--- src/audio_rx_defines.vh ---
// Constants for the audio receive decoder, receive FIFO and interrupt logic
`ifndef AUDIO_RX_DEFINES_VH
`define AUDIO_RX_DEFINES_VH

// Receive FIFO geometry: eight stereo pairs
`define RX_FIFO_DEPTH      8
`define RX_FIFO_PTR_W      3
`define RX_FIFO_CNT_W      4
`define RX_FIFO_FULL_CNT   4'h8
`define RX_PAIR_W          64
`define RX_SAMPLE_W        32

// Master bit clock: toggles every two master clock rising edges (MCLK / 4)
`define MCLK_EDGES_PER_HALF 1'b1

// Interrupt status bit positions
`define IRQ_TX_SERVICE     0
`define IRQ_TX_WRITE_ERR   1
`define IRQ_RX_SERVICE     2
`define IRQ_RX_READ_ERR    3
`define IRQ_W              4

// Reset values
`define RST_STATUS         4'h0
`define RST_SAMPLE         32'h0000_0000
`define RST_LEVEL          5'h00
`define RST_BIT_IDX        6'h00

`endif

--- src/audio_rx_irq.v ---
// Audio serial receiver with FIFO, read modes, clocking, interrupts and DMA requests
//
// Behaviour
// - One interrupt line from any unmasked source
// - Transmit service and write error, each maskable
// - Transmit service while level below limit, enabled
// - Transmit write error sticky until cleared
// - Burst DMA requests only, gated by enable
// - I2S, left and right justified, MSB first
// - Configurable sample and slot sizes, slot larger
// - Bits after sample LSB stored as zero
// - Full FIFO drops incoming sample pairs
// - Decoder runs only while receive enabled
// - Eight pairs, MSB aligned, left then right
// - Plain, compact 16 and compact 8 reads
// - Mono reads return the selected channel
// - Fill level reports two per entry
// - Bit clock master at MCLK/4, optional inversion
// - Receive service and read error, each maskable
// - Receive service while level above limit, enabled
// - Empty or misordered read sets read error
`include "audio_rx_defines.vh"

module audio_rx_irq (
  input  wire          core_clk,
  input  wire          arst_n,
  input  wire          rx_engine_enable,
  input  wire          rx_mclk_external,
  input  wire          sclk_master_sel,
  input  wire          sclk_invert,
  input  wire          justify_right,
  input  wire          data_delay,
  input  wire          ws_polarity,
  input  wire [5:0]    sample_bits,
  input  wire [5:0]    slot_bits,
  input  wire          rx_read_mode,
  input  wire          compact_size,
  input  wire          mono_fifo_select,
  input  wire          channel_select,
  input  wire          rx_fifo_req_enable,
  input  wire          tx_fifo_req_enable,
  input  wire [4:0]    rx_limit,
  input  wire [4:0]    tx_limit,
  input  wire [4:0]    tx_fill_level,
  input  wire          tx_write_full_attempt,
  input  wire [3:0]    irq_mask,
  input  wire [3:0]    irq_clear,
  input  wire          rx_fifo_rd,
  input  wire          rx_fifo_rd_right,
  input  wire          int_mclk,
  input  wire          rx_master_clock_pin_i,
  output wire          rx_master_clock_pin_o,
  output wire          rx_master_clock_pin_oe_n,
  input  wire          rx_bit_clock_pin_i,
  output wire          rx_bit_clock_pin_o,
  output wire          rx_bit_clock_pin_oe_n,
  input  wire          rx_ws_pin_i,
  output wire          rx_ws_pin_o,
  output wire          rx_ws_pin_oe_n,
  input  wire          rx_data_pin_i,
  output reg  [31:0]   rx_fifo_data_r,
  output wire          rx_next_is_right,
  output wire [4:0]    rx_fill_level,
  output reg  [3:0]    raw_status_r,
  output reg  [3:0]    masked_status_r,
  output reg           irq_r,
  output reg           tx_dma_burst_req_r,
  output reg           rx_dma_burst_req_r
);

  // Synchroniser stages for pin and foreign-clock inputs
  reg  [1:0]  ext_mclk_s_r;
  reg  [1:0]  int_mclk_s_r;
  reg  [1:0]  sclk_s_r;
  reg  [1:0]  ws_s_r;
  reg  [1:0]  sd_s_r;

  reg         mclk_prev_r;
  reg         mclk_cnt_r;
  reg         sclk_gen_r;
  reg         ws_gen_r;
  reg  [5:0]  ws_cnt_r;
  reg         sclk_eff_prev_r;

  reg         ws_prev_r;
  reg  [5:0]  bit_idx_r;
  reg  [31:0] shift_r;
  reg  [31:0] left_r;
  reg         left_ok_r;
  reg         next_right_r;
  reg         tx_err_r;
  reg         rx_err_r;

  wire        mclk_sel;
  wire        mclk_rise;
  wire        sclk_eff;
  wire        sample_evt;
  wire        ws_in;
  wire        ws_change;
  wire        prev_was_right;
  wire [5:0]  cur_idx;
  wire [5:0]  lead;
  wire [6:0]  pos;
  wire        in_win;
  wire [31:0] shift_base;
  wire [31:0] shift_nxt;
  wire        push;
  wire [63:0] head_pair;
  wire [31:0] head_left;
  wire [31:0] head_right;
  wire        fifo_full;
  wire        fifo_empty;
  wire [3:0]  fifo_count;
  reg         pop;
  reg  [31:0] rd_data_nxt;
  reg         rd_load;
  reg         rd_err_evt;
  reg         next_right_nxt;
  wire        tx_service;
  wire        rx_service;
  wire [3:0]  raw_nxt;

  // Two-flop synchronisers; first stage feeds only the second
  always @(posedge core_clk or negedge arst_n) begin
    if (!arst_n) begin
      ext_mclk_s_r <= 2'b00;
      int_mclk_s_r <= 2'b00;
      sclk_s_r     <= 2'b00;
      ws_s_r       <= 2'b00;
      sd_s_r       <= 2'b00;
    end else begin
      ext_mclk_s_r <= {ext_mclk_s_r[0], rx_master_clock_pin_i};
      int_mclk_s_r <= {int_mclk_s_r[0], int_mclk};
      sclk_s_r     <= {sclk_s_r[0], rx_bit_clock_pin_i};
      ws_s_r       <= {ws_s_r[0], rx_ws_pin_i};
      sd_s_r       <= {sd_s_r[0], rx_data_pin_i};
    end
  end

  // Master clock source select
  assign mclk_sel  = rx_mclk_external ? ext_mclk_s_r[1] : int_mclk_s_r[1];
  assign mclk_rise = mclk_sel & ~mclk_prev_r;

  // Internal master clock is driven out when not taken from outside
  assign rx_master_clock_pin_o    = int_mclk_s_r[1];
  assign rx_master_clock_pin_oe_n = rx_mclk_external;

  // Bit clock and word select generation as master
  always @(posedge core_clk or negedge arst_n) begin
    if (!arst_n) begin
      mclk_prev_r <= 1'b0;
      mclk_cnt_r  <= 1'b0;
      sclk_gen_r  <= 1'b0;
      ws_gen_r    <= 1'b0;
      ws_cnt_r    <= `RST_BIT_IDX;
    end else begin
      mclk_prev_r <= mclk_sel;
      if (!sclk_master_sel || !rx_engine_enable) begin
        mclk_cnt_r <= 1'b0;
        sclk_gen_r <= 1'b0;
        ws_gen_r   <= 1'b0;
        ws_cnt_r   <= `RST_BIT_IDX;
      end else if (mclk_rise) begin
        mclk_cnt_r <= ~mclk_cnt_r;
        if (mclk_cnt_r == `MCLK_EDGES_PER_HALF) begin
          sclk_gen_r <= ~sclk_gen_r;
          if (sclk_gen_r) begin
            // Word select changes on the falling bit clock edge
            if (ws_cnt_r >= slot_bits - 6'd1) begin
              ws_cnt_r <= `RST_BIT_IDX;
              ws_gen_r <= ~ws_gen_r;
            end else begin
              ws_cnt_r <= ws_cnt_r + 6'd1;
            end
          end
        end
      end
    end
  end

  // Pin drive: low enable while this end masters the bit clock
  assign rx_bit_clock_pin_o    = sclk_gen_r ^ sclk_invert;
  assign rx_bit_clock_pin_oe_n = ~sclk_master_sel;
  assign rx_ws_pin_o           = ws_gen_r;
  assign rx_ws_pin_oe_n        = ~sclk_master_sel;

  // Sampling edge of the effective bit clock
  assign sclk_eff   = sclk_master_sel ? sclk_gen_r : (sclk_s_r[1] ^ sclk_invert);
  assign sample_evt = sclk_eff & ~sclk_eff_prev_r & rx_engine_enable;
  assign ws_in      = sclk_master_sel ? ws_gen_r : ws_s_r[1];

  // Slot position and window of the sample within it
  assign ws_change      = ws_in ^ ws_prev_r;
  assign prev_was_right = ws_prev_r ^ ws_polarity;
  assign cur_idx        = ws_change ? 6'd0 : bit_idx_r;
  assign lead           = justify_right ? (slot_bits - sample_bits) : {5'd0, data_delay};
  assign pos            = {1'b0, cur_idx} - {1'b0, lead};
  assign in_win         = (cur_idx >= lead) && (pos < {1'b0, sample_bits});
  assign shift_base     = ws_change ? `RST_SAMPLE : shift_r;
  assign shift_nxt      = (in_win && sd_s_r[1]) ?
                          (shift_base | (32'h8000_0000 >> pos[4:0])) : shift_base;

  // Completed right slot pushes the pair, or drops it when full
  assign push = sample_evt & ws_change & prev_was_right & left_ok_r & ~fifo_full;

  // Serial decoder
  always @(posedge core_clk or negedge arst_n) begin
    if (!arst_n) begin
      sclk_eff_prev_r <= 1'b0;
      ws_prev_r       <= 1'b0;
      bit_idx_r       <= `RST_BIT_IDX;
      shift_r         <= `RST_SAMPLE;
      left_r          <= `RST_SAMPLE;
      left_ok_r       <= 1'b0;
    end else begin
      sclk_eff_prev_r <= sclk_eff;
      if (!rx_engine_enable) begin
        left_ok_r <= 1'b0;
        bit_idx_r <= `RST_BIT_IDX;
        ws_prev_r <= ws_in;
      end else if (sample_evt) begin
        ws_prev_r <= ws_in;
        shift_r   <= shift_nxt;
        if (cur_idx != 6'h3f) begin
          bit_idx_r <= cur_idx + 6'd1;
        end
        if (ws_change) begin
          if (!prev_was_right) begin
            left_r    <= shift_r;
            left_ok_r <= 1'b1;
          end else begin
            left_ok_r <= 1'b0;
          end
        end
      end
    end
  end

  // Receive FIFO of pairs
  rx_pair_fifo u_fifo (
    .core_clk  (core_clk),
    .arst_n    (arst_n),
    .push      (push),
    .push_pair ({left_r, shift_r}),
    .pop       (pop),
    .head_pair (head_pair),
    .full      (fifo_full),
    .empty     (fifo_empty),
    .count     (fifo_count)
  );

  assign head_left        = head_pair[63:32];
  assign head_right       = head_pair[31:0];
  assign rx_fill_level    = {fifo_count, 1'b0};
  assign rx_next_is_right = next_right_r;

  // Read-mode decode for a software or DMA read
  always @* begin
    pop            = 1'b0;
    rd_load        = 1'b0;
    rd_err_evt     = 1'b0;
    rd_data_nxt    = rx_fifo_data_r;
    next_right_nxt = next_right_r;
    if (rx_fifo_rd) begin
      if (fifo_empty) begin
        rd_err_evt = 1'b1;
      end else if (rx_read_mode) begin
        pop     = 1'b1;
        rd_load = 1'b1;
        if (compact_size) begin
          rd_data_nxt = {16'h0000, head_right[31:24], head_left[31:24]};
        end else begin
          rd_data_nxt = {head_right[31:16], head_left[31:16]};
        end
      end else if (mono_fifo_select) begin
        pop         = 1'b1;
        rd_load     = 1'b1;
        rd_data_nxt = channel_select ? head_right : head_left;
      end else if (rx_fifo_rd_right != next_right_r) begin
        rd_err_evt = 1'b1;
      end else begin
        rd_load        = 1'b1;
        rd_data_nxt    = next_right_r ? head_right : head_left;
        pop            = next_right_r;
        next_right_nxt = ~next_right_r;
      end
    end
  end

  // Read data register and pair-order tracking
  always @(posedge core_clk or negedge arst_n) begin
    if (!arst_n) begin
      rx_fifo_data_r <= `RST_SAMPLE;
      next_right_r   <= 1'b0;
    end else begin
      if (rd_load) begin
        rx_fifo_data_r <= rd_data_nxt;
      end
      if (rx_read_mode || mono_fifo_select) begin
        next_right_r <= 1'b0;
      end else begin
        next_right_r <= next_right_nxt;
      end
    end
  end

  // Service request levels against limits
  assign tx_service = (tx_fill_level < tx_limit) & tx_fifo_req_enable;
  assign rx_service = (rx_fill_level > rx_limit) & rx_fifo_req_enable;

  // Sticky error flags; a new event wins over a clear
  always @(posedge core_clk or negedge arst_n) begin
    if (!arst_n) begin
      tx_err_r <= 1'b0;
      rx_err_r <= 1'b0;
    end else begin
      if (tx_write_full_attempt) begin
        tx_err_r <= 1'b1;
      end else if (irq_clear[`IRQ_TX_WRITE_ERR]) begin
        tx_err_r <= 1'b0;
      end
      if (rd_err_evt) begin
        rx_err_r <= 1'b1;
      end else if (irq_clear[`IRQ_RX_READ_ERR]) begin
        rx_err_r <= 1'b0;
      end
    end
  end

  // Raw status vector; error bits carry the flag's next value
  assign raw_nxt[`IRQ_TX_SERVICE]   = tx_service;
  assign raw_nxt[`IRQ_TX_WRITE_ERR] = tx_write_full_attempt |
                                      (tx_err_r & ~irq_clear[`IRQ_TX_WRITE_ERR]);
  assign raw_nxt[`IRQ_RX_SERVICE]   = rx_service;
  assign raw_nxt[`IRQ_RX_READ_ERR]  = rd_err_evt |
                                      (rx_err_r & ~irq_clear[`IRQ_RX_READ_ERR]);

  // Status, masking, interrupt line and burst DMA requests
  always @(posedge core_clk or negedge arst_n) begin
    if (!arst_n) begin
      raw_status_r       <= `RST_STATUS;
      masked_status_r    <= `RST_STATUS;
      irq_r              <= 1'b0;
      tx_dma_burst_req_r <= 1'b0;
      rx_dma_burst_req_r <= 1'b0;
    end else begin
      raw_status_r       <= raw_nxt;
      masked_status_r    <= raw_nxt & irq_mask;
      irq_r              <= |(raw_nxt & irq_mask);
      tx_dma_burst_req_r <= tx_service;
      rx_dma_burst_req_r <= rx_service;
    end
  end

endmodule

--- src/rx_pair_fifo.v ---
// Eight-entry FIFO of left/right sample pairs
`include "audio_rx_defines.vh"

module rx_pair_fifo (
  input  wire                        core_clk,
  input  wire                        arst_n,
  input  wire                        push,
  input  wire [`RX_PAIR_W-1:0]       push_pair,
  input  wire                        pop,
  output wire [`RX_PAIR_W-1:0]       head_pair,
  output wire                        full,
  output wire                        empty,
  output wire [`RX_FIFO_CNT_W-1:0]   count
);

  reg [`RX_PAIR_W-1:0]     mem_r [0:`RX_FIFO_DEPTH-1];
  reg [`RX_FIFO_PTR_W-1:0] wr_ptr_r;
  reg [`RX_FIFO_PTR_W-1:0] rd_ptr_r;
  reg [`RX_FIFO_CNT_W-1:0] cnt_r;
  wire                     do_push;
  wire                     do_pop;

  // Guard against overflow and underflow
  assign do_push   = push & ~full;
  assign do_pop    = pop & ~empty;
  assign full      = (cnt_r == `RX_FIFO_FULL_CNT);
  assign empty     = (cnt_r == {`RX_FIFO_CNT_W{1'b0}});
  assign count     = cnt_r;
  assign head_pair = mem_r[rd_ptr_r];

  // Storage array, written only on accepted push
  always @(posedge core_clk) begin
    if (do_push) begin
      mem_r[wr_ptr_r] <= push_pair;
    end
  end

  // Pointers and occupancy
  always @(posedge core_clk or negedge arst_n) begin
    if (!arst_n) begin
      wr_ptr_r <= {`RX_FIFO_PTR_W{1'b0}};
      rd_ptr_r <= {`RX_FIFO_PTR_W{1'b0}};
      cnt_r    <= {`RX_FIFO_CNT_W{1'b0}};
    end else begin
      if (do_push) begin
        wr_ptr_r <= wr_ptr_r + 1'b1;
      end
      if (do_pop) begin
        rd_ptr_r <= rd_ptr_r + 1'b1;
      end
      if (do_push & ~do_pop) begin
        cnt_r <= cnt_r + 1'b1;
      end else if (do_pop & ~do_push) begin
        cnt_r <= cnt_r - 1'b1;
      end
    end
  end

endmodule

--- config.mk ---
export PLATFORM = sky130hd
export DESIGN_NAME = audio_rx_irq
export DESIGN_NICKNAME = d
export VERILOG_FILES = /design/src/audio_rx_irq.v /design/src/rx_pair_fifo.v
export VERILOG_INCLUDE_DIRS = /design/src
export SDC_FILE = /design/constraint.sdc
export NUM_CORES = 1
export LEC_CHECK = 0
export ABC_CLOCK_PERIOD_IN_PS = 6500
export BUFFER_PORTS_ARGS = -buffer_cell sky130_fd_sc_hd__buf_2
export CAP_MARGIN = 20
export CELL_PAD_IN_SITES_DETAIL_PLACEMENT = 1
export CELL_PAD_IN_SITES_GLOBAL_PLACEMENT = 1
export CORE_ASPECT_RATIO = 0.6
export CORE_MARGIN = 1
export CORE_UTILIZATION = 40
export DETAILED_ROUTE_END_ITERATION = 6
export PLACE_DENSITY_LB_ADDON = 0.05
export SETUP_SLACK_MARGIN = 0.2
export SLEW_MARGIN = 30
export SYNTH_ARGS = -nofsm -noshare
export SYNTH_HDL_FRONTEND = slang
export SYNTH_SLANG_ARGS = --single-unit
--- constraint.sdc ---
create_clock -name core_clk -period 6.5 [get_ports core_clk]
set_input_delay 0 -clock core_clk [delete_from_list [all_inputs] [get_ports core_clk]]
set_output_delay 0 -clock core_clk [all_outputs]
set_load 0.01 [all_outputs]
==> flow_summary.ini <==
[run_status]
status = finished, final reports clean

[detailed_routing]
wl_per_cell_um = 26.6
drt_wl_total_mm = 69.1
drt_iter0_markers = 927
drc_errors = 0
vias_per_cell = 5.46
first_pass_iters = 5
ant_nets = 0
vias = 14200

[yosys]
yosysUniqueCellTypes = 75
synthArstFlopShare_pct = 22.3
yosysTopAreaCell = edfxtp_1
synth_seq_cells = 659
ys.flop_type = edfxtp_1
syn-cell-area_um2 = 26900
synthCells = 1467
synth_top_area_share_pct = 57.2
synth_edf_count = 512
avgSynthCellArea_um2 = 18.3
synth_most_common_cell = edfxtp_1
yosys-top-cells-count = edfxtp_1 (512), dfrtp_1 (147), mux4_2 (111)
yosysSeqAreaShare_pct = 70.9
synth_nets = 1567
ys_warn_count = 0
synth_area_leaders = edfxtp_1 (57%), dfrtp_1 (14%), mux4_2 (9.3%), mux2i_1 (1.9%), ha_1 (1.8%)

[finish]
utilization_pct = 46.7
drive_above_1_share_pct = 26.2
syn2layout_area_growth_pct = 15.3
nets = 1739
instances_no_fill = 2593
fin_area_um2 = 31000

[critical_path]
crit_start = rx_ws_pin_o
crit-reg2reg-capture = shift_r[27]
path_class = reg2reg
r2r_setup_slack_ns = 1.50
crit_fanout = 12
r2r_cells = 15
crit-reg2reg-launch = rx_ws_pin_o
cp.required_ns = 7.03
start_kind = register
crit_arrival_ns = 5.53
endpoint_kind = register

[clock_tree]
htree_levels = 3
root_buffer = clkbuf_16
cts.clk_slew.worst_paths_ns = 0.07
cts_tree = built
post_cts_buffers = 0
cts.sinks = 659
clk_path_buf_depth = 3
clk_latency_ns = 0.61
cts_buffers = 67

[sta]
period_minus_slack_ns = 5.00
rsz0062_at_grt = no
skew_ns = 0.0175
finalSetupTns_ns = 0
finalSetupViolations = 0
worst_slew_pin_slew_ns = 0.965
timing.fmax_ghz = 0.200
fin_crit_sh_pct = 76.9
drv_slew = 0
hold_viol = 0
slew_headroom_pct = 35.7

[pwr]
power_density_nw_per_um2 = 357
leakagePower_nw = 11.3
vdd_ir_drop_max_mv = 0.266

[die]
initial_core_util_pct = 40.5
core-area_um2 = 66300
die_x_um = 337
io_pins = 113
dieArea_um2 = 68300
die_y_um = 203
core.rowCount = 73

[placement]
place_inst = 2436
place.gp.congestion = 0.736
dp_hpwl_mm = 41.4
placed_cell_area_um2 = 28500
numPortBuffers = 109

[global_routing]
grt_max_degree = 86
antenna_found_initial = 1
grt_usage_pct = 20.8
globalRouteOverflowTotal = 0
grt_pass1_vias = 14800
grt_pass1_wl_mm = 102

[min_path]
hp-class = in2async

[job]
max_cap_viol_count = 0
metrics by stage:
step / worst slack, ns / total power (W) / hold WS (ns)
after global placement: 1.57 / 0.00731 / 0.0466
final: 1.50 / 0.0111 / 0.0249
after global routing: 1.10 / 0.0115 / 0.0209
after floorplan: 0.223 / 0.00655 / -0.296
after CTS: 1.49 / 0.0112 / 0.00288
after detailed placement: 1.53 / 0.00735 / 0.0484
worst max-delay path by stage:
stage / endpoint / cells after the start
after floorplan: u_fifo.mem_r[1][0] / 6
after global placement: shift_r[27] / 15
after detailed placement: shift_r[19] / 15
after CTS: shift_r[19] / 15
after global routing: shift_r[23] / 15
final: shift_r[27] / 15
cells by family (layout without fill, tap and decap cells):
group	after synthesis	in the layout	synth area share (%)
AO/OA/AOI/OAI	213	213	5.96
XOR/XNOR	26	26	0.903
adder cells (fa/ha/maj)	42	42	2.04
buffers and inverters	115	340	2.46
flip-flops	659	659	70.9
multiplexers	214	214	14.0
other	1	2	0.0140
AND/OR/NAND/NOR	197	197	3.75
power by group:
part,switching [W],internal [W],leakage [nW],total (W)
clock,0.00163,0.00219,1.07,0.00382
sequential,0.000271,0.00464,6.59,0.00491
combinational,0.00130,0.00102,3.64,0.00232
total,0.00320,0.00786,11.3,0.0111
registers in the layout, indices dropped and copies added, names as in the netlist, 6 cells and up:
name            count
rx_fifo_data_r     32
shift_r            32
bit_idx_r           6
left_r             32
u_fifo.mem_r      512
ws_cnt_r            6
cell type report:
type                       instances  area (um^2)
antenna                            1         2.50
clock buffer                      94         1920
clock inverter                    28          220
fill                            6317        35300
inverter                          44          165
multi-input combinational        693         7260
sequential                       659        19100
tap                              900         1130
timing repair buffer             174         1210
critical path, cell delays in order (launching register included):
cell       delay (ns)
dfrtp_1          0.41
mux2i_1          0.29
xor2_1           0.65
nand2_1          0.22
ha_1             0.28
fa_1             0.48
nor2b_1          0.18
o21ai_0          0.13
a21oi_2          0.27
ha_1             0.29
a21o_1           0.18
a2111oi_0        0.49
o31ai_1          0.20
nor3_2           0.45
and3_1           0.28
a22o_1           0.13
what timing repair did:
action | in CTS | in global routing
resized for setup | 0 | 0
hold endpoints to repair | 88 | 0
hold buffers | 34 | 0
per-layer routing:
metal | routed length, um | track usage [%] | vias up
li1 | - | - | 6209
met1 | 35200 | 32.9 | 7612
met2 | 30200 | 30.1 | 265
met3 | 2720 | 3.70 | 70
met4 | 1000 | 3.94 | 0
met5 | 0 | 0 | -
cell usage in the layout, fill, tap and decap left out, drive strengths merged, types with 10 or more instances in the layout:
cell type and count:
edfxtp 512, dfrtp 147, buf 140, mux4 114, clkbuf 95, nor2 65
mux2i 50, mux2 50, inv 45, nand2 42, a21oi 41, ha 39
a22o 36, dlygate4sd3 33, a221oi 26, o21ai 23, clkinv 23, nor3 17
xnor2 15, a22oi 14, a21o 13, nand3 13, and2 13, nor2b 11
and3 11, xor2 11, o21a 10
No activity file was read; power rests on OpenSTA's default activity.
